--- src/common/debug_port_pkg.sv ---
// package of constants and carriers for the one-wire debug port
package debug_port_pkg;
   // ==================================================
   // clock and serial timing
   // ==================================================
   localparam int unsigned CLK_HZ = 125000000; // system clock rate
   localparam int unsigned BAUD_HZ = 115200; // default link bit rate
   localparam logic [15:0] BIT_CYCLES = 16'(CLK_HZ / BAUD_HZ); // cycles per bit
   localparam logic [15:0] HALF_BIT_CYCLES = 16'(CLK_HZ / BAUD_HZ / 2); // mid-bit point
   localparam logic [3:0] DATA_BITS = 4'h8; // data bits per frame
   // ==================================================
   // command bytes
   // ==================================================
   localparam logic [7:0] CMD_READ_REV = 8'h00; // revision read
   localparam logic [7:0] CMD_RESERVED = 8'h01; // no defined function
   localparam logic [7:0] CMD_READ_STATUS = 8'h02; // status read
   localparam logic [7:0] CMD_READ_RUNTIME = 8'h03; // runtime counter read
   localparam logic [7:0] CMD_WRITE_CTRL = 8'h04; // control write
   localparam logic [7:0] CMD_READ_CTRL = 8'h05; // control read
   localparam logic [7:0] BREAK_OPCODE = 8'h00; // break instruction opcode
   // ==================================================
   // control register layout and reset values
   // ==================================================
   localparam int unsigned CTRL_DEBUG_MODE_POS = 7; // debug_mode_bit position
   localparam int unsigned CTRL_BRK_SUPPRESS_POS = 6; // break suppression position
   localparam int unsigned CTRL_RESET_POS = 1; // self-clearing reset request
   localparam logic [7:0] CTRL_RESET_VALUE = 8'h00; // control value after reset
   localparam logic [15:0] RUNTIME_MAX = 16'hffff; // saturation value
   localparam logic [7:0] REVISION_VALUE = 8'h5a; // arbitrary revision code
   // ==================================================
   // carriers
   // ==================================================
   typedef struct packed {
      logic [7:0] data; // byte carried
   } byte_t;
   typedef enum logic [2:0] {
      RX_IDLE, RX_START, RX_DATA, RX_STOP
   } rx_state_t;
   typedef enum logic [2:0] {
      TX_IDLE, TX_START, TX_DATA, TX_STOP
   } tx_state_t;
   typedef enum logic [2:0] {
      CM_WAIT_CMD, CM_WAIT_ARG, CM_SEND_HI, CM_SEND_LO, CM_SEND_ONE
   } cmd_state_t;
endpackage : debug_port_pkg

--- src/hdl/one_wire_debug_port.sv ---
// one-wire debugger: serial link, command decode, break and runtime counter
`timescale 1ns/10ps
module one_wire_debug_port
   import debug_port_pkg::*;
(
   input wire logic clk, // system clock
   input wire logic reset_n, // asynchronous reset, active low
   input wire logic debug_pin_in, // level seen on the debug pin
   output logic debug_pin_out, // value driven, always low when enabled
   output logic debug_pin_oe, // high while the pin is pulled low
   input wire logic read_protect_option, // flash read protect programmed
   input wire logic stop_mode, // processor is in stop mode
   input wire logic opcode_valid, // processor executes an opcode this cycle
   input wire logic [7:0] opcode, // opcode being executed
   output logic debug_mode, // debug_mode_bit, processor halted
   output logic break_taken, // one-cycle pulse, break entered debug
   output logic break_as_nop, // one-cycle pulse, break ran as no-op
   output logic system_reset_req, // request full reset; one cycle per control write with bit 1 set, held while the pin is low in stop mode
   output logic power_on_flag, // set with the reset requests below
   output logic [15:0] runtime_count, // runtime counter value
   output logic memory_readout_allowed // program memory may be read out
);
   // ==================================================
   // pin input synchroniser
   // ==================================================
   logic [2:0] pin_sync_r; // three stage synchroniser
   logic pin_level_r; // accepted pin level
   // the first stage only feeds the second; stages two and three must agree
   always_ff @(posedge clk or negedge reset_n) begin
      if (!reset_n) begin
         pin_sync_r <= 3'h7;
      end else begin
         pin_sync_r <= {pin_sync_r[1:0], debug_pin_in};
      end
   end
   // accept a new level once the later stages agree
   always_ff @(posedge clk or negedge reset_n) begin
      if (!reset_n) begin
         pin_level_r <= 1'b1;
      end else if (pin_sync_r[1] == pin_sync_r[2]) begin
         pin_level_r <= pin_sync_r[2];
      end
   end
   // ==================================================
   // receiver
   // ==================================================
   rx_state_t rx_state_r; // receiver state
   logic [15:0] rx_cnt_r; // bit timer
   logic [3:0] rx_bit_r; // data bit index
   logic [7:0] rx_shift_r; // incoming byte
   logic rx_valid; // byte complete pulse
   logic tx_busy; // transmitter is driving
   // sample at mid-bit; ignore the line while our own transmitter runs
   always_ff @(posedge clk or negedge reset_n) begin
      if (!reset_n) begin
         rx_state_r <= RX_IDLE;
         rx_cnt_r <= 16'h0000;
         rx_bit_r <= 4'h0;
         rx_shift_r <= 8'h00;
      end else begin
         unique case (rx_state_r)
            RX_IDLE: begin
               if (!pin_level_r && !tx_busy) begin
                  rx_state_r <= RX_START;
                  rx_cnt_r <= HALF_BIT_CYCLES;
               end
            end
            RX_START: begin
               if (rx_cnt_r != 16'h0000) begin
                  rx_cnt_r <= rx_cnt_r - 16'h0001;
               end else if (pin_level_r) begin
                  rx_state_r <= RX_IDLE; // glitch, not a start bit
               end else begin
                  rx_state_r <= RX_DATA;
                  rx_cnt_r <= BIT_CYCLES - 16'h0001; // zero is the sample cycle
                  rx_bit_r <= 4'h0;
               end
            end
            RX_DATA: begin
               if (rx_cnt_r != 16'h0000) begin
                  rx_cnt_r <= rx_cnt_r - 16'h0001;
               end else begin
                  rx_shift_r <= {pin_level_r, rx_shift_r[7:1]};
                  rx_cnt_r <= BIT_CYCLES - 16'h0001; // one bit period per sample
                  rx_bit_r <= rx_bit_r + 4'h1;
                  if (rx_bit_r == DATA_BITS - 4'h1) begin
                     rx_state_r <= RX_STOP;
                  end
               end
            end
            RX_STOP: begin
               if (rx_cnt_r != 16'h0000) begin
                  rx_cnt_r <= rx_cnt_r - 16'h0001;
               end else begin
                  rx_state_r <= RX_IDLE; // framing error simply drops the byte
               end
            end
            default: rx_state_r <= RX_IDLE;
         endcase
      end
   end
   // byte valid when stop bit sampled high
   assign rx_valid = (rx_state_r == RX_STOP) && (rx_cnt_r == 16'h0000) && pin_level_r;
   // ==================================================
   // two-entry answer buffer
   // ==================================================
   byte_t buf_mem_r [2]; // storage
   logic buf_wptr_r; // write index
   logic buf_rptr_r; // read index
   logic [1:0] buf_cnt_r; // occupancy
   logic buf_in_valid; // answer byte offered
   logic buf_in_ready; // space available
   byte_t buf_in_data; // answer byte
   logic buf_out_valid; // byte waiting for transmitter
   logic buf_out_ready; // transmitter takes the byte
   assign buf_in_ready = (buf_cnt_r != 2'h2);
   assign buf_out_valid = (buf_cnt_r != 2'h0);
   // push and pop the two entries
   always_ff @(posedge clk or negedge reset_n) begin
      if (!reset_n) begin
         buf_wptr_r <= 1'b0;
         buf_rptr_r <= 1'b0;
         buf_cnt_r <= 2'h0;
         buf_mem_r[0] <= '0;
         buf_mem_r[1] <= '0;
      end else begin
         if (buf_in_valid && buf_in_ready) begin
            buf_mem_r[buf_wptr_r] <= buf_in_data;
            buf_wptr_r <= ~buf_wptr_r;
         end
         if (buf_out_valid && buf_out_ready) begin
            buf_rptr_r <= ~buf_rptr_r;
         end
         buf_cnt_r <= buf_cnt_r + 2'((buf_in_valid && buf_in_ready) ? 1 : 0)
                      - 2'((buf_out_valid && buf_out_ready) ? 1 : 0);
      end
   end
   // ==================================================
   // transmitter
   // ==================================================
   tx_state_t tx_state_r; // transmitter state
   logic [15:0] tx_cnt_r; // bit timer
   logic [3:0] tx_bit_r; // data bit index
   logic [7:0] tx_shift_r; // outgoing byte
   logic tx_low_r; // pull the pin low
   assign tx_busy = (tx_state_r != TX_IDLE);
   // stall the buffer while the host is sending or we are busy
   assign buf_out_ready = !tx_busy && (rx_state_r == RX_IDLE) && pin_level_r;
   // shift start, eight bits lsb first, stop
   always_ff @(posedge clk or negedge reset_n) begin
      if (!reset_n) begin
         tx_state_r <= TX_IDLE;
         tx_cnt_r <= 16'h0000;
         tx_bit_r <= 4'h0;
         tx_shift_r <= 8'h00;
         tx_low_r <= 1'b0;
      end else begin
         unique case (tx_state_r)
            TX_IDLE: begin
               tx_low_r <= 1'b0;
               if (buf_out_valid && buf_out_ready) begin
                  tx_shift_r <= buf_mem_r[buf_rptr_r].data;
                  tx_state_r <= TX_START;
                  tx_cnt_r <= BIT_CYCLES;
                  tx_low_r <= 1'b1; // start bit low
               end
            end
            TX_START: begin
               if (tx_cnt_r != 16'h0001) begin
                  tx_cnt_r <= tx_cnt_r - 16'h0001;
               end else begin
                  tx_state_r <= TX_DATA;
                  tx_cnt_r <= BIT_CYCLES;
                  tx_bit_r <= 4'h0;
                  tx_low_r <= ~tx_shift_r[0];
               end
            end
            TX_DATA: begin
               if (tx_cnt_r != 16'h0001) begin
                  tx_cnt_r <= tx_cnt_r - 16'h0001;
               end else if (tx_bit_r == DATA_BITS - 4'h1) begin
                  tx_state_r <= TX_STOP;
                  tx_cnt_r <= BIT_CYCLES;
                  tx_low_r <= 1'b0; // stop bit high by release
               end else begin
                  tx_shift_r <= {1'b0, tx_shift_r[7:1]};
                  tx_bit_r <= tx_bit_r + 4'h1;
                  tx_cnt_r <= BIT_CYCLES;
                  tx_low_r <= ~tx_shift_r[1];
               end
            end
            TX_STOP: begin
               if (tx_cnt_r != 16'h0001) begin
                  tx_cnt_r <= tx_cnt_r - 16'h0001;
               end else begin
                  tx_state_r <= TX_IDLE;
               end
            end
            default: tx_state_r <= TX_IDLE;
         endcase
      end
   end
   // open drain: only ever drive low, otherwise release
   assign debug_pin_out = 1'b0;
   assign debug_pin_oe = tx_low_r;
   // ==================================================
   // command decoder
   // ==================================================
   cmd_state_t cm_state_r; // decoder state
   logic [7:0] ctrl_r; // debugger_control_reg
   logic [7:0] answer_r; // byte to queue
   logic [7:0] status_byte; // debugger status
   logic ctrl_wr; // control write accepted
   logic [7:0] ctrl_wr_data; // value being written
   logic mode_ok; // command allowed in this mode
   assign status_byte = {ctrl_r[CTRL_DEBUG_MODE_POS], 1'b0, read_protect_option,
                         5'h00};
   // queue answers only when buffer has room; host only ever leads
   always_ff @(posedge clk or negedge reset_n) begin
      if (!reset_n) begin
         cm_state_r <= CM_WAIT_CMD;
         answer_r <= 8'h00;
      end else begin
         unique case (cm_state_r)
            CM_WAIT_CMD: begin
               if (rx_valid) begin
                  unique case (rx_shift_r)
                     CMD_READ_REV: begin
                        answer_r <= REVISION_VALUE;
                        cm_state_r <= CM_SEND_ONE;
                     end
                     CMD_READ_STATUS: begin
                        answer_r <= status_byte;
                        cm_state_r <= CM_SEND_ONE;
                     end
                     CMD_READ_RUNTIME: begin
                        if (mode_ok) begin
                           cm_state_r <= CM_SEND_HI;
                        end
                     end
                     CMD_WRITE_CTRL: cm_state_r <= CM_WAIT_ARG;
                     CMD_READ_CTRL: begin
                        answer_r <= ctrl_r;
                        cm_state_r <= CM_SEND_ONE;
                     end
                     default: cm_state_r <= CM_WAIT_CMD;
                  endcase
               end
            end
            CM_WAIT_ARG: begin
               if (rx_valid) begin
                  cm_state_r <= CM_WAIT_CMD;
               end
            end
            CM_SEND_HI: begin
               if (buf_in_ready) begin
                  cm_state_r <= CM_SEND_LO;
               end
            end
            CM_SEND_LO, CM_SEND_ONE: begin
               if (buf_in_ready) begin
                  cm_state_r <= CM_WAIT_CMD;
               end
            end
            default: cm_state_r <= CM_WAIT_CMD;
         endcase
      end
   end
   // runtime read needs debug mode; read protect leaves it allowed
   assign mode_ok = ctrl_r[CTRL_DEBUG_MODE_POS];
   // answer byte offered to the buffer
   always_comb begin
      buf_in_valid = 1'b0;
      buf_in_data.data = answer_r;
      unique case (cm_state_r)
         CM_SEND_HI: begin
            buf_in_valid = 1'b1;
            buf_in_data.data = runtime_count[15:8];
         end
         CM_SEND_LO: begin
            buf_in_valid = 1'b1;
            buf_in_data.data = runtime_count[7:0];
         end
         CM_SEND_ONE: buf_in_valid = 1'b1;
         default: buf_in_valid = 1'b0;
      endcase
   end
   // control write: protection keeps the debug mode bit from clearing
   assign ctrl_wr = (cm_state_r == CM_WAIT_ARG) && rx_valid;
   always_comb begin
      ctrl_wr_data = rx_shift_r;
      if (read_protect_option && ctrl_r[CTRL_DEBUG_MODE_POS]) begin
         ctrl_wr_data[CTRL_DEBUG_MODE_POS] = 1'b1;
      end
   end
   // ==================================================
   // control register, break handling
   // ==================================================
   logic brk_hit; // break opcode executed
   assign brk_hit = opcode_valid && (opcode == BREAK_OPCODE)
                    && !ctrl_r[CTRL_DEBUG_MODE_POS];
   // break entry wins over a host write that arrives the same cycle
   always_ff @(posedge clk or negedge reset_n) begin
      if (!reset_n) begin
         ctrl_r <= CTRL_RESET_VALUE;
      end else begin
         if (ctrl_wr) begin
            ctrl_r <= ctrl_wr_data;
            ctrl_r[CTRL_RESET_POS] <= 1'b0; // reset bit acts once
         end
         if (brk_hit && !ctrl_r[CTRL_BRK_SUPPRESS_POS]) begin
            ctrl_r[CTRL_DEBUG_MODE_POS] <= 1'b1;
         end
      end
   end
   // break event pulses
   always_ff @(posedge clk or negedge reset_n) begin
      if (!reset_n) begin
         break_taken <= 1'b0;
         break_as_nop <= 1'b0;
      end else begin
         break_taken <= brk_hit && !ctrl_r[CTRL_BRK_SUPPRESS_POS];
         break_as_nop <= brk_hit && ctrl_r[CTRL_BRK_SUPPRESS_POS];
      end
   end
   assign debug_mode = ctrl_r[CTRL_DEBUG_MODE_POS];
   // protected parts never stream code out
   assign memory_readout_allowed = !read_protect_option && ctrl_r[CTRL_DEBUG_MODE_POS];
   // ==================================================
   // reset requests
   // ==================================================
   // control bit 1 or pin low in stop mode ask for a full reset
   always_ff @(posedge clk or negedge reset_n) begin
      if (!reset_n) begin
         system_reset_req <= 1'b0;
         power_on_flag <= 1'b0;
      end else begin
         system_reset_req <= (ctrl_wr && ctrl_wr_data[CTRL_RESET_POS])
                             || (stop_mode && !pin_level_r);
         if ((ctrl_wr && ctrl_wr_data[CTRL_RESET_POS]) || (stop_mode && !pin_level_r)) begin
            power_on_flag <= 1'b1;
         end
      end
   end
   // ==================================================
   // runtime counter
   // ==================================================
   logic [15:0] runtime_r; // cycles since leaving debug
   logic was_debug_r; // debug mode last cycle
   // restart on leaving debug, hold in debug, saturate at the top
   always_ff @(posedge clk or negedge reset_n) begin
      if (!reset_n) begin
         runtime_r <= 16'h0000;
         was_debug_r <= 1'b0;
      end else begin
         was_debug_r <= ctrl_r[CTRL_DEBUG_MODE_POS];
         if (was_debug_r && !ctrl_r[CTRL_DEBUG_MODE_POS]) begin
            runtime_r <= 16'h0000;
         end else if (!ctrl_r[CTRL_DEBUG_MODE_POS] && runtime_r != RUNTIME_MAX) begin
            runtime_r <= runtime_r + 16'h0001;
         end
      end
   end
   assign runtime_count = runtime_r;
endmodule : one_wire_debug_port

--- config.mk ---
export PLATFORM = sky130hd
export DESIGN_NAME = one_wire_debug_port
export DESIGN_NICKNAME = d
export VERILOG_FILES = /design/src/common/debug_port_pkg.sv /design/src/hdl/one_wire_debug_port.sv
export SDC_FILE = /design/constraint.sdc
export NUM_CORES = 1
export LEC_CHECK = 0
export BUFFER_PORTS_ARGS = -buffer_cell sky130_fd_sc_hd__buf_2
export CELL_PAD_IN_SITES_DETAIL_PLACEMENT = 1
export CELL_PAD_IN_SITES_GLOBAL_PLACEMENT = 2
export CORE_ASPECT_RATIO = 2
export CORE_MARGIN = 8
export CORE_UTILIZATION = 39
export CTS_BUF_LIST = sky130_fd_sc_hd__clkbuf_4 sky130_fd_sc_hd__clkbuf_8 sky130_fd_sc_hd__clkbuf_16
export CTS_CLUSTER_DIAMETER = 60
export DETAILED_ROUTE_END_ITERATION = 8
export GPL_TIMING_DRIVEN = 0
export PLACE_DENSITY_LB_ADDON = 0.1
export SKIP_LAST_GASP = 1
export SLEW_MARGIN = 5
export SYNTH_ARGS = -nofsm -noshare
export SYNTH_HDL_FRONTEND = slang
export SYNTH_SLANG_ARGS = --single-unit
--- constraint.sdc ---
create_clock -name clk -period 3.39 [get_ports clk]
set_input_delay 0.8475 -clock clk [delete_from_list [all_inputs] [get_ports clk]]
set_output_delay 0.8475 -clock clk [all_outputs]
set_load 0.02 [all_outputs]
# Word level (Yosys, flattened, before mapping)
# Cells that the tools add are included.
[classes]
n_bitwise = 7
order_cmp = 3
n_reduce_logical = 58
n_mux = 63
n_eq_ne = 40
addsub = 7
[op_table]
columns = ["operator", "n"]
rows = [
  ["$mux W16", 10],
  ["$mux W8", 8],
  ["$pmux W16 S4", 1],
  ["$pmux W16 S3", 1],
  ["$mux W3", 15],
  ["$ne A2 B2 Y1 const B", 19],
  ["$pmux W3 S4", 3],
  ["$pmux W8 S2", 2],
  ["$sub A16 B1 Y16 const B", 2],
  ["$mux W4", 6],
  ["$pmux W8 S3", 1],
  ["$logic_and A1 B1 Y1", 19],
  ["$eq A3 B2 Y1 const B", 6],
  ["$add A16 B1 Y16 const B", 1],
  ["$bwmux W16", 1],
  ["$eq A8 B2 Y1 const B", 2],
  ["$eq A8 B3 Y1 const B", 2],
  ["$logic_not A16 Y1", 1],
  ["$logic_not A8 Y1", 2],
  ["$ne A16 B1 Y1 const B", 1],
  ["$ne A16 B16 Y1 const B", 1],
  ["$pmux W4 S2", 2],
  ["$reduce_and A4 Y1", 4],
  ["$reduce_bool A16 Y1", 1],
  ["other kinds (28)", 67],
]
[totals]
word_cells = 204
out_inout_bits = 24
reg_bits = 126
inputBits = 14

# Depth between registers and ports, before layout
# Gate-level depths: netlist of the first run.
[depth]
word_depth = 7
mapped_depth = 9
mapped_depth_nobuf = 9

# Least setup slack after synthesis of the first run
# Ideal clock, no wire load.
[synth_path]
path_kind = "reg-to-reg"
start = "register rx_cnt_r[0]"
end = "register answer_r[1]"
stages_incl_launch_ff = 9
setup_time_ns = 0.125
path_buffers = 1
required_ns = 3.265
synth_period_minus_slack_ns = 2.482
setup_slack_ns = 0.908
t_arrival_ns = 2.357
path_cell_list = "dfrtp_1 inv_1 ha_1 nor4b_1 and4_1 buf_2 nand3_1 nor3_4 mux2_2"
[synth_between]
elab_chain_len = 4
[synth_lines]
columns = ["item", "line", "text"]
rows = [
  ["start, declared", "one_wire_debug_port.sv:48", "logic [15:0] rx_cnt_r;"],
  ["start signal, assigned", "one_wire_debug_port.sv:70", "rx_cnt_r <= rx_cnt_r - 16'h0001;"],
  ["start signal, assigned", "one_wire_debug_port.sv:75", "rx_cnt_r <= BIT_CYCLES - 16'h0001;"],
  ["start signal, assigned", "one_wire_debug_port.sv:81", "rx_cnt_r <= rx_cnt_r - 16'h0001;"],
  ["$logic_not A16 Y1", "one_wire_debug_port.sv:103", "assign rx_valid = (rx_state_r == RX_STOP) && (rx_cnt_r == 16'h0000) && pin_level_r;"],
  ["$logic_and A1 B1 Y1 (2 in series)", "one_wire_debug_port.sv:103", ""],
  ["$reduce_and A3 Y1 (no line)", "--", ""],
  ["end signal, assigned", "one_wire_debug_port.sv:233", "answer_r <= status_byte;"],
  ["end signal, assigned", "one_wire_debug_port.sv:243", "answer_r <= ctrl_r;"],
  ["end, declared", "one_wire_debug_port.sv:211", "logic [7:0] answer_r;"],
]
# No other way between the ends.
# A chain may end at the register's enable or synchronous reset.

# Final worst setup path of the first run
[layout_path]
start = "register rx_cnt_r[0]"
end = "register answer_r[5]"
# The elaborated chain is that of the path after synthesis.

==> results of run 1 <==
routing by layer:
layer,vias to the layer above,track usage
li1,2566,-
met1,2609,0.217
met2,53,0.277
met3,20,0.0329
met4,0,0.0616
met5,-,0
cell families after synthesis:
family / after synthesis / synth area share
compound gates: 175 / 0.169
xor+xnor: 20 / 0.0267
fa+ha+maj: 19 / 0.0359
buf+inv: 56 / 0.0330
flops: 124 / 0.474
mux: 50 / 0.0815
other cells: 1 / 0.000572
simple gates: 231 / 0.179
power breakdown:
group	internal [mW]	switching, mW	total (mW)
logic	0.0307	0.0783	0.109
clock network	1.27	0.735	2.00
registers	1.49	0.0161	1.51
total	2.79	0.829	3.62
how the worst max path moves through the flow:
stage	start	end	depth (start not counted)
after global placement	reset_n	break_as_nop$_DFF_PN0_	1
after global routing	rx_cnt_r[0]$_DFFE_PN0P_	rx_cnt_r[12]$_DFFE_PN0P_	7
final	rx_cnt_r[0]$_DFFE_PN0P_	answer_r[5]$_DFFE_PN0P_	8
after floorplan	rx_cnt_r[0]$_DFFE_PN0P_	answer_r[1]$_DFFE_PN0P_	8
after CTS	rx_cnt_r[0]$_DFFE_PN0P_	answer_r[5]$_DFFE_PN0P_	8
after detailed placement	rx_cnt_r[0]$_DFFE_PN0P_	answer_r[5]$_DFFE_PN0P_	8
cell type report:
type,instances,area (um^2)
inverters,29,109
repair buffers,37,214
clock inverters,14,206
clock buffers,18,439
flip-flops and latches,124,3110
well taps,207,259
plain buffers,27,108
multi-input cells,496,3230
fillers,1941,8920
critical path: stages (launching register included):
cell and delay (ns):
dfrtp_1 0.39, inv_1 0.12, ha_1 0.19, nor4b_1 0.55, and4_1 0.28, buf_2 0.23, nand3_1 0.20, nor3_4 0.52
mux2_2 0.40
state kept, by name (all words and copies together) (netlist names), 3 cells and up:
| name | cells |
|---|---|
| tx_cnt_r | 16 |
| tx_shift_r | 8 |
| cm_state_r | 3 |
| runtime_count | 16 |
| buf_mem_r | 16 |
| answer_r | 8 |
| ctrl_r | 7 |
| rx_cnt_r | 16 |
| pin_sync_r | 3 |
| rx_shift_r | 8 |
| tx_bit_r | 4 |
| rx_bit_r | 4 |
cell usage after synthesis, types with 3 or more instances:
| cell | number |
|---|---|
| dfrtp_1 | 120 |
| nor2_1 | 70 |
| nand2_1 | 57 |
| o21ai_0 | 55 |
| a21oi_1 | 45 |
| inv_1 | 29 |
| mux2_2 | 27 |
| clkbuf_1 | 23 |
| mux2i_1 | 23 |
| ha_1 | 18 |
| nor3_1 | 17 |
| nand3_1 | 15 |
| xnor2_1 | 14 |
| a31oi_1 | 12 |
| nor4_1 | 11 |
| nand2b_1 | 8 |
| a22o_1 | 7 |
| or4_1 | 7 |
| a2111oi_0 | 6 |
| a21o_1 | 6 |
| nand4_1 | 6 |
| o211ai_1 | 6 |
| o22a_1 | 6 |
| or2_2 | 6 |
| xor2_1 | 6 |
| and4_1 | 4 |
| dfstp_2 | 4 |
| nor4b_1 | 4 |
| and3_1 | 3 |
| nand4b_1 | 3 |
| nor2b_1 | 3 |
| o31ai_1 | 3 |
| or3_1 | 3 |
==> reports/qor.txt, run 1 <==
Post-DP HPWL: 12,000 um
power per cell area: 472 nW/um^2
Layout Nets: 764
detailed-route DRC error count: 0
leading cell type in the layout, fill and taps excluded: dfrtp_1
Hold Fails Final Rpt: 0
fmax: 333 MHz
Post CTS Setup Buffer Count: 0
top cells by area, synth: dfrtp_1, mux2_2, o21ai_0, nor2_1, mux2i_1
Post-CTS Resized: 0
largest net degree at the start of global routing: 76
Port Buf Inserts: 36
cell total after placement: 920
drt pass-1 iters: 4
FF-to-FF End: answer_r[5]$_DFFE_PN0P_
RSZ-0062 raised after global routing: false
register area share after synthesis: 0.474
clock sinks: 124
row count: 67
syn nets: 708
vias per cell: 5.51
synthesized cell area: 6560 um^2
Leak: 3.39 nW
CTS Hold Bufs: 0
ANT cells: 0
fin area: 7670 um^2
antenna viol nets, final: 0
num ports: 38
max_slew headroom: 0.350
#FFs+latches synth: 124
placed cell area: 7030 um^2
max_cap viols: 0
CP Data Arrival Time: 3.31 ns
Yosys top cell by area: dfrtp_1
Detailed Route Iter0 Violations: 170
die area: 21,500 um^2
Core ar.: 16,600 um^2
final-report setup violation count: 0
Die Span Y: 199 um
top routing layer in use: met4
number of synthesis warnings: 0
Crit Reg-Reg Startpoint: rx_cnt_r[0]$_DFFE_PN0P_
clock slew at reported path FFs: 0.06 ns
Layout Cells excl Fill: 952
worst hold-check slack: 0.356 ns
met2 wire len: 8440 um
cells on worst reg2reg path: 8
Initial Util: 0.395
gate count of the mapped netlist: 676
htree depth: 4
synth-to-layout area growth: 17.1%
met3 routed WL: 356 um
Required @ worst endpoint: 3.70 ns
minimum clock period: 3.01 ns
Tot Pwr: 3.62 mW
top cell type's share of synthesized area: 0.458
vias in the first global route: 5,687
Worst-Skew Late Latency: 0.43 ns
Slew @ Worst Pin: 0.967 ns
Clock Tree Buf Depth: 2
Setup Skew: 0.00784 ns
global-route wire length before repair: 29,200 um
GP Congestion: 0.760
Tcrit/Tclk final: 0.887
VDD IR max: 312 uV
Post-Route Utilization: 0.462
dpl ws: 0.377 ns
commonest cells after routing, fill and taps aside: dfrtp_1, nor2_1, nand2_1
final worst slack: 0.384 ns
worst min path class: primary input to async pin
Yosys cell types: 70
clock buffer count from CTS: 17
worst-path fanout max: 10
Slew Limit Fails: 0
Die W: 108 um
GRT Util Overall: 0.170
GRT overflow: 0
vias: 5,248
Critical Path Source Type: flip-flop
CTS tree: yes
Setup TNS: 0 ns
slack of the worst reg-to-reg path: 0.38 ns
routed wire length: 16,800 um
status: finished, final reports clean
root buffer cell: clkbuf_16
number of synthesized flops with an enable pin: 0
crit path capture type: flip-flop
critical path class: flip-flop to flip-flop
initial antenna violation count: 0
M1 WL: 7770 um
Avg Inst Size Synth: 9.70 um^2
ys async rst share: 1.00
layout cells sized above 1: 0.162
Wirelength per Cell: 17.7 um
Post-synth top flop: dfrtp_1
Power figures use the tool's default switching activity.
==> run 2, diff against run 1 <==
--- a/config.mk
+++ b/config.mk
@@ -16,6 +16,7 @@
 export DETAILED_ROUTE_END_ITERATION = 8
 export GPL_TIMING_DRIVEN = 0
 export PLACE_DENSITY_LB_ADDON = 0.1
+export RECOVER_POWER = 25
 export SKIP_LAST_GASP = 1
 export SLEW_MARGIN = 5
 export SYNTH_ARGS = -nofsm -noshare
==> reports/qor.txt, run 2 (same netlist as run 1, synthesis figures left out) <==
NetSw: 829 uW
antenna viol nets, final: 0
commonest cells after routing, fill and taps aside: dfrtp_1, nor2_1, nand2_1
leading cell type in the layout, fill and taps excluded: dfrtp_1
Power Internal: 2.79 mW
FF-to-FF End: answer_r[5]$_DFFE_PN0P_
Cells on Worst Hold Path: 0
VDD IR max: 312 uV
worst-path fanout max: 10
GRT Util Overall: 0.170
largest net degree at the start of global routing: 76
FILL cells: 1,939
Comb power frac: 0.030
Setup Skew: 0.00785 ns
clock slew at reported path FFs: 0.06 ns
CTS tree: yes
minimum clock period: 3.01 ns
Layout Nets: 764
htree depth: 4
Initial Util: 0.395
Worst-Skew Late Latency: 0.43 ns
vias per cell: 5.51
Wirelength per Cell: 17.7 um
ANT cells: 0
critical path class: flip-flop to flip-flop
Crit Reg-Reg Startpoint: rx_cnt_r[0]$_DFFE_PN0P_
initial antenna violation count: 0
CP Data Arrival Time: 3.31 ns
layout cells sized above 1: 0.160
sw frac: 0.229
Core ar.: 16,600 um^2
RSZ-0062 raised after global routing: false
clock sinks: 124
detailed-route DRC error count: 0
die area: 21,500 um^2
status: complete, but fails checks
Tcrit/Tclk final: 0.887
Slew @ Worst Pin: 2.34 ns
Die Span Y: 199 um
Leak: 3.39 nW
Clock Tree Buf Depth: 2
Setup TNS: 0 ns
clock power share: 0.553
Required @ worst endpoint: 3.70 ns
worst setup path startpoint: rx_cnt_r[0]$_DFFE_PN0P_
vias in the first global route: 5,687
fmax: 333 MHz
Post-DP HPWL: 12,000 um
Post-CTS Resized: 0
vias: 5,247
row count: 67
crit path capture type: flip-flop
Post CTS Setup Buffer Count: 0
violated checks: capacitance limit, slew limit
Critical Path Source Type: flip-flop
max_cap viols: 1
final-report setup violation count: 0
source of the worst hold timing path: pin_sync_r[0]$_DFF_PN1_
Die W: 108 um
worst min path class: flip-flop to flip-flop
drt pass-1 iters: 4
global-route wire length before repair: 29,200 um
WHS Endpoint: pin_sync_r[1]$_DFF_PN1_
Port Buf Inserts: 36
cells on worst reg2reg path: 8
clock buffer count from CTS: 17
synth-to-layout area growth: 17.0%
worst hold-check slack: 0.361 ns
max_slew headroom: -0.561
root buffer cell: clkbuf_16
routed wire length: 16,800 um
Slew Limit Fails: 50
Tot Pwr: 3.62 mW
Hold Fails Final Rpt: 0
power per cell area: 472 nW/um^2
Seq pwr share: 0.417
Detailed Route Iter0 Violations: 170
slack of the worst reg-to-reg path: 0.38 ns
GP Congestion: 0.760
GRT overflow: 0
num ports: 38
CTS Hold Bufs: 0
run 2: changes by cell type in the layout (fill, tap and decap cells not counted), sizes merged:
cell           delta
buf               -1
clkdlybuf4s15     +1
run 2: worst max path at each step:
stage	endpoint	slack, ns	cells after the start
CTS	answer_r[5]$_DFFE_PN0P_	0.33	8
detailed placement	answer_r[5]$_DFFE_PN0P_	0.38	8
floorplan	answer_r[1]$_DFFE_PN0P_	0.91	8
finish	answer_r[5]$_DFFE_PN0P_	0.38	8
global placement	break_as_nop$_DFF_PN0_	-0.26	1
global route	rx_cnt_r[12]$_DFFE_PN0P_	0.07	7
run 2: final cells by class:
type,instances,area (um^2),area share
Clock buffer,18,439,0.0572
Inverter,29,109,0.0142
Multi-Input combinational cell,496,3230,0.421
Sequential cell,124,3110,0.405
Tap cell,207,259,0.0338
Clock inverter,14,206,0.0269
Timing Repair Buffer,37,213,0.0277
Buffer,27,108,0.0140
run 2: per-layer routing:
metal	track usage	wire length (um)	share of wire
met2	0.277	8440	0.50
met5	0	0	0
met4	0.0616	272	0.016
met1	0.217	7770	0.46
met3	0.0329	355	0.021
run 2: through the flow:
stage | worst slack (ns) | instance area (um^2) | std cells | util
after CTS | 0.330 | 7670 | 952 | 0.462
after floorplan | 0.908 | 6560 | 676 | -
after global placement | -0.265 | 6990 | 919 | 0.421
after detailed placement | 0.377 | 7030 | 920 | 0.423
after global routing | 0.0669 | 7670 | 952 | 0.462
final | 0.384 | 7670 | 952 | 0.462
run 2: power groups by stage:
stage / clock network (mW) / logic [mW] / registers (mW)
CTS: 2.05 / 0.114 / 1.51
detailed placement: 0 / 0.113 / 1.54
global route: 2.12 / 0.125 / 1.51
global placement: 0 / 0.106 / 1.54
floorplan: 0 / 0.0358 / 1.54
finish: 2.00 / 0.109 / 1.51
run 2: critical path, cell delays in order (launching register included):
cell and delay [ns]:
dfrtp_1 0.39, inv_1 0.12, ha_1 0.19, nor4b_1 0.55, and4_1 0.28, buf_2 0.23, nand3_1 0.20, nor3_4 0.52
mux2_2 0.40
==> run 3, diff against run 2 <==
--- a/config.mk
+++ b/config.mk
@@ -9,13 +9,13 @@
 export CELL_PAD_IN_SITES_DETAIL_PLACEMENT = 1
 export CELL_PAD_IN_SITES_GLOBAL_PLACEMENT = 2
 export CORE_ASPECT_RATIO = 2
-export CORE_MARGIN = 8
+export CORE_MARGIN = 2
 export CORE_UTILIZATION = 39
 export CTS_BUF_LIST = sky130_fd_sc_hd__clkbuf_4 sky130_fd_sc_hd__clkbuf_8 sky130_fd_sc_hd__clkbuf_16
 export CTS_CLUSTER_DIAMETER = 60
 export DETAILED_ROUTE_END_ITERATION = 8
 export GPL_TIMING_DRIVEN = 0
-export PLACE_DENSITY_LB_ADDON = 0.1
+export PLACE_DENSITY = 0.86
 export RECOVER_POWER = 25
 export SKIP_LAST_GASP = 1
 export SLEW_MARGIN = 5
==> constraint.sdc (replaced) <==
create_clock -name clk -period 3.39 [get_ports clk]
set_input_delay 0.8475 -clock clk [delete_from_list [all_inputs] [get_ports clk]]
set_output_delay 0.8475 -clock clk [all_outputs]
set_load 0.1 [all_outputs]
==> reports/qor.txt, run 3 (same netlist as run 1, synthesis figures left out) <==
status: complete, but fails checks
violated checks: capacitance limit, slew limit
Post-DP HPWL: 11,700 um
row count: 67
Layout Nets: 764
max_slew headroom: -0.122
placed cell area: 7030 um^2
Setup TNS: 0 ns
sw frac: 0.258
Clock Tree Buf Depth: 2
antenna viol nets, final: 0
global-route wire length before repair: 29,000 um
Slew Limit Fails: 65
GRT overflow: 0
CTS Hold Bufs: 0
drt pass-1 iters: 4
CTS tree: yes
VDD IR max: 330 uV
detailed-route DRC error count: 0
Port Buf Inserts: 36
ANT cells: 0
Initial Util: 0.395
die area: 17,900 um^2
minimum clock period: 2.99 ns
vias per cell: 5.66
vias in the first global route: 5,774
worst hold-check slack: 0.368 ns
routed wire length: 16,900 um
clock sinks: 124
Power Internal: 2.63 mW
Seq pwr share: 0.426
Leak: 3.36 nW
worst setup path startpoint: rx_cnt_r[0]$_DFFE_PN0P_
power per cell area: 466 nW/um^2
NetSw: 917 uW
RSZ-0062 raised after global routing: false
Required @ worst endpoint: 3.69 ns
Slew @ Worst Pin: 1.68 ns
Worst-Skew Late Latency: 0.42 ns
vias: 5,392
Tot Pwr: 3.55 mW
GP Congestion: 0.800
Core ar.: 16,600 um^2
FF-to-FF End: answer_r[1]$_DFFE_PN0P_
worst setup path end: answer_r[1]$_DFFE_PN0P_
Setup Skew: 0.0103 ns
Post-Route Utilization: 0.459
Die W: 95.7 um
fmax: 335 MHz
Tcrit/Tclk final: 0.881
synth-to-layout area growth: 16.3%
Wirelength per Cell: 17.8 um
cells on worst reg2reg path: 8
leading cell type in the layout, fill and taps excluded: dfrtp_1
crit path capture type: flip-flop
max_cap viols: 1
Post CTS Setup Buffer Count: 0
Critical Path Source Type: flip-flop
final-report setup violation count: 0
critical path class: flip-flop to flip-flop
Post-CTS Resized: 0
clock buffer count from CTS: 17
CP Data Arrival Time: 3.29 ns
initial antenna violation count: 0
Die Span Y: 187 um
layout cells sized above 1: 0.161
Crit Reg-Reg Startpoint: rx_cnt_r[0]$_DFFE_PN0P_
clock slew at reported path FFs: 0.06 ns
FILL cells: 1,911
Detailed Route Iter0 Violations: 196
commonest cells after routing, fill and taps aside: dfrtp_1, nor2_1, nand2_1
largest net degree at the start of global routing: 66
Comb power frac: 0.048
num ports: 38
root buffer cell: clkbuf_16
worst min path class: flip-flop to flip-flop
htree depth: 4
clock power share: 0.526
fin area: 7620 um^2
Hold Fails Final Rpt: 0
worst-path fanout max: 10
GRT Util Overall: 0.205
slack of the worst reg-to-reg path: 0.40 ns
[run 3: cell count changes in the layout (fill, tap and decap cells not counted)]
| cell | before | now |
|---|---|---|
| clkinvlp_4 | 1 | 3 |
| bufinv_16 | 4 | 2 |
| clkbuf_2 | 1 | 2 |
| inv_8 | 0 | 2 |
| clkinv_4 | 3 | 2 |
| clkdlybuf4s15_1 | 1 | 0 |
| clkbuf_8 | 1 | 0 |
[run 3: worst max-delay path: stages, from the launching register on]
cell and delay [ns]:
dfrtp_1 0.40, inv_1 0.12, ha_1 0.19, nor4b_1 0.54, and4_1 0.28, buf_2 0.22, nand3_1 0.19, nor3_4 0.52
mux2_2 0.40
[run 3: cell type report]
type	count	area (um^2)	area share
clock inverters	15	175	0.0230
clock buffers	17	425	0.0558
inverters	29	109	0.0143
repair buffers	37	208	0.0272
plain buffers	27	108	0.0141
flip-flops and latches	124	3110	0.408
well taps	207	259	0.0340
multi-input cells	496	3230	0.424
[run 3: power by group through the flow]
| stage | clock network (mW) | registers (mW) | logic [mW] |
|---|---|---|---|
| 6_report | 1.87 | 1.51 | 0.170 |
| 3_3_place_gp | 0 | 1.54 | 0.165 |
| 5_1_grt | 1.99 | 1.51 | 0.183 |
| 4_1_cts | 1.90 | 1.51 | 0.173 |
| 2_1_floorplan | 0 | 1.60 | 0.0438 |
| 3_5_place_dp | 0 | 1.54 | 0.173 |
[run 3: per-layer routing]
metal  up-vias  share of wire  global-route usage  routed length, um
met1      2749           0.45               0.262               7590
met3        15          0.021              0.0492                356
met4         0          0.011              0.0495                180
met5         -              0                   0                  0
met2        53           0.52               0.344               8810
li1       2575              -                   -                  -
[run 3: per-stage QoR]
step | setup slack (ns) | std cells
floorplan | 0.00519 | 676
global placement | -0.201 | 919
detailed placement | 0.431 | 920
CTS | 0.407 | 952
global route | 0.141 | 952
finish | 0.403 | 952
[run 3: worst min path at each step]
stage	start	end	slack, ns	cells past startpoint
floorplan	pin_sync_r[0]$_DFF_PN1_	pin_sync_r[1]$_DFF_PN1_	0.35	0
global placement	pin_sync_r[0]$_DFF_PN1_	pin_sync_r[1]$_DFF_PN1_	0.35	0
detailed placement	pin_sync_r[0]$_DFF_PN1_	pin_sync_r[1]$_DFF_PN1_	0.35	0
CTS	pin_sync_r[0]$_DFF_PN1_	pin_sync_r[1]$_DFF_PN1_	0.36	0
global route	pin_sync_r[0]$_DFF_PN1_	pin_sync_r[1]$_DFF_PN1_	0.37	0
finish	pin_sync_r[0]$_DFF_PN1_	pin_sync_r[1]$_DFF_PN1_	0.37	0
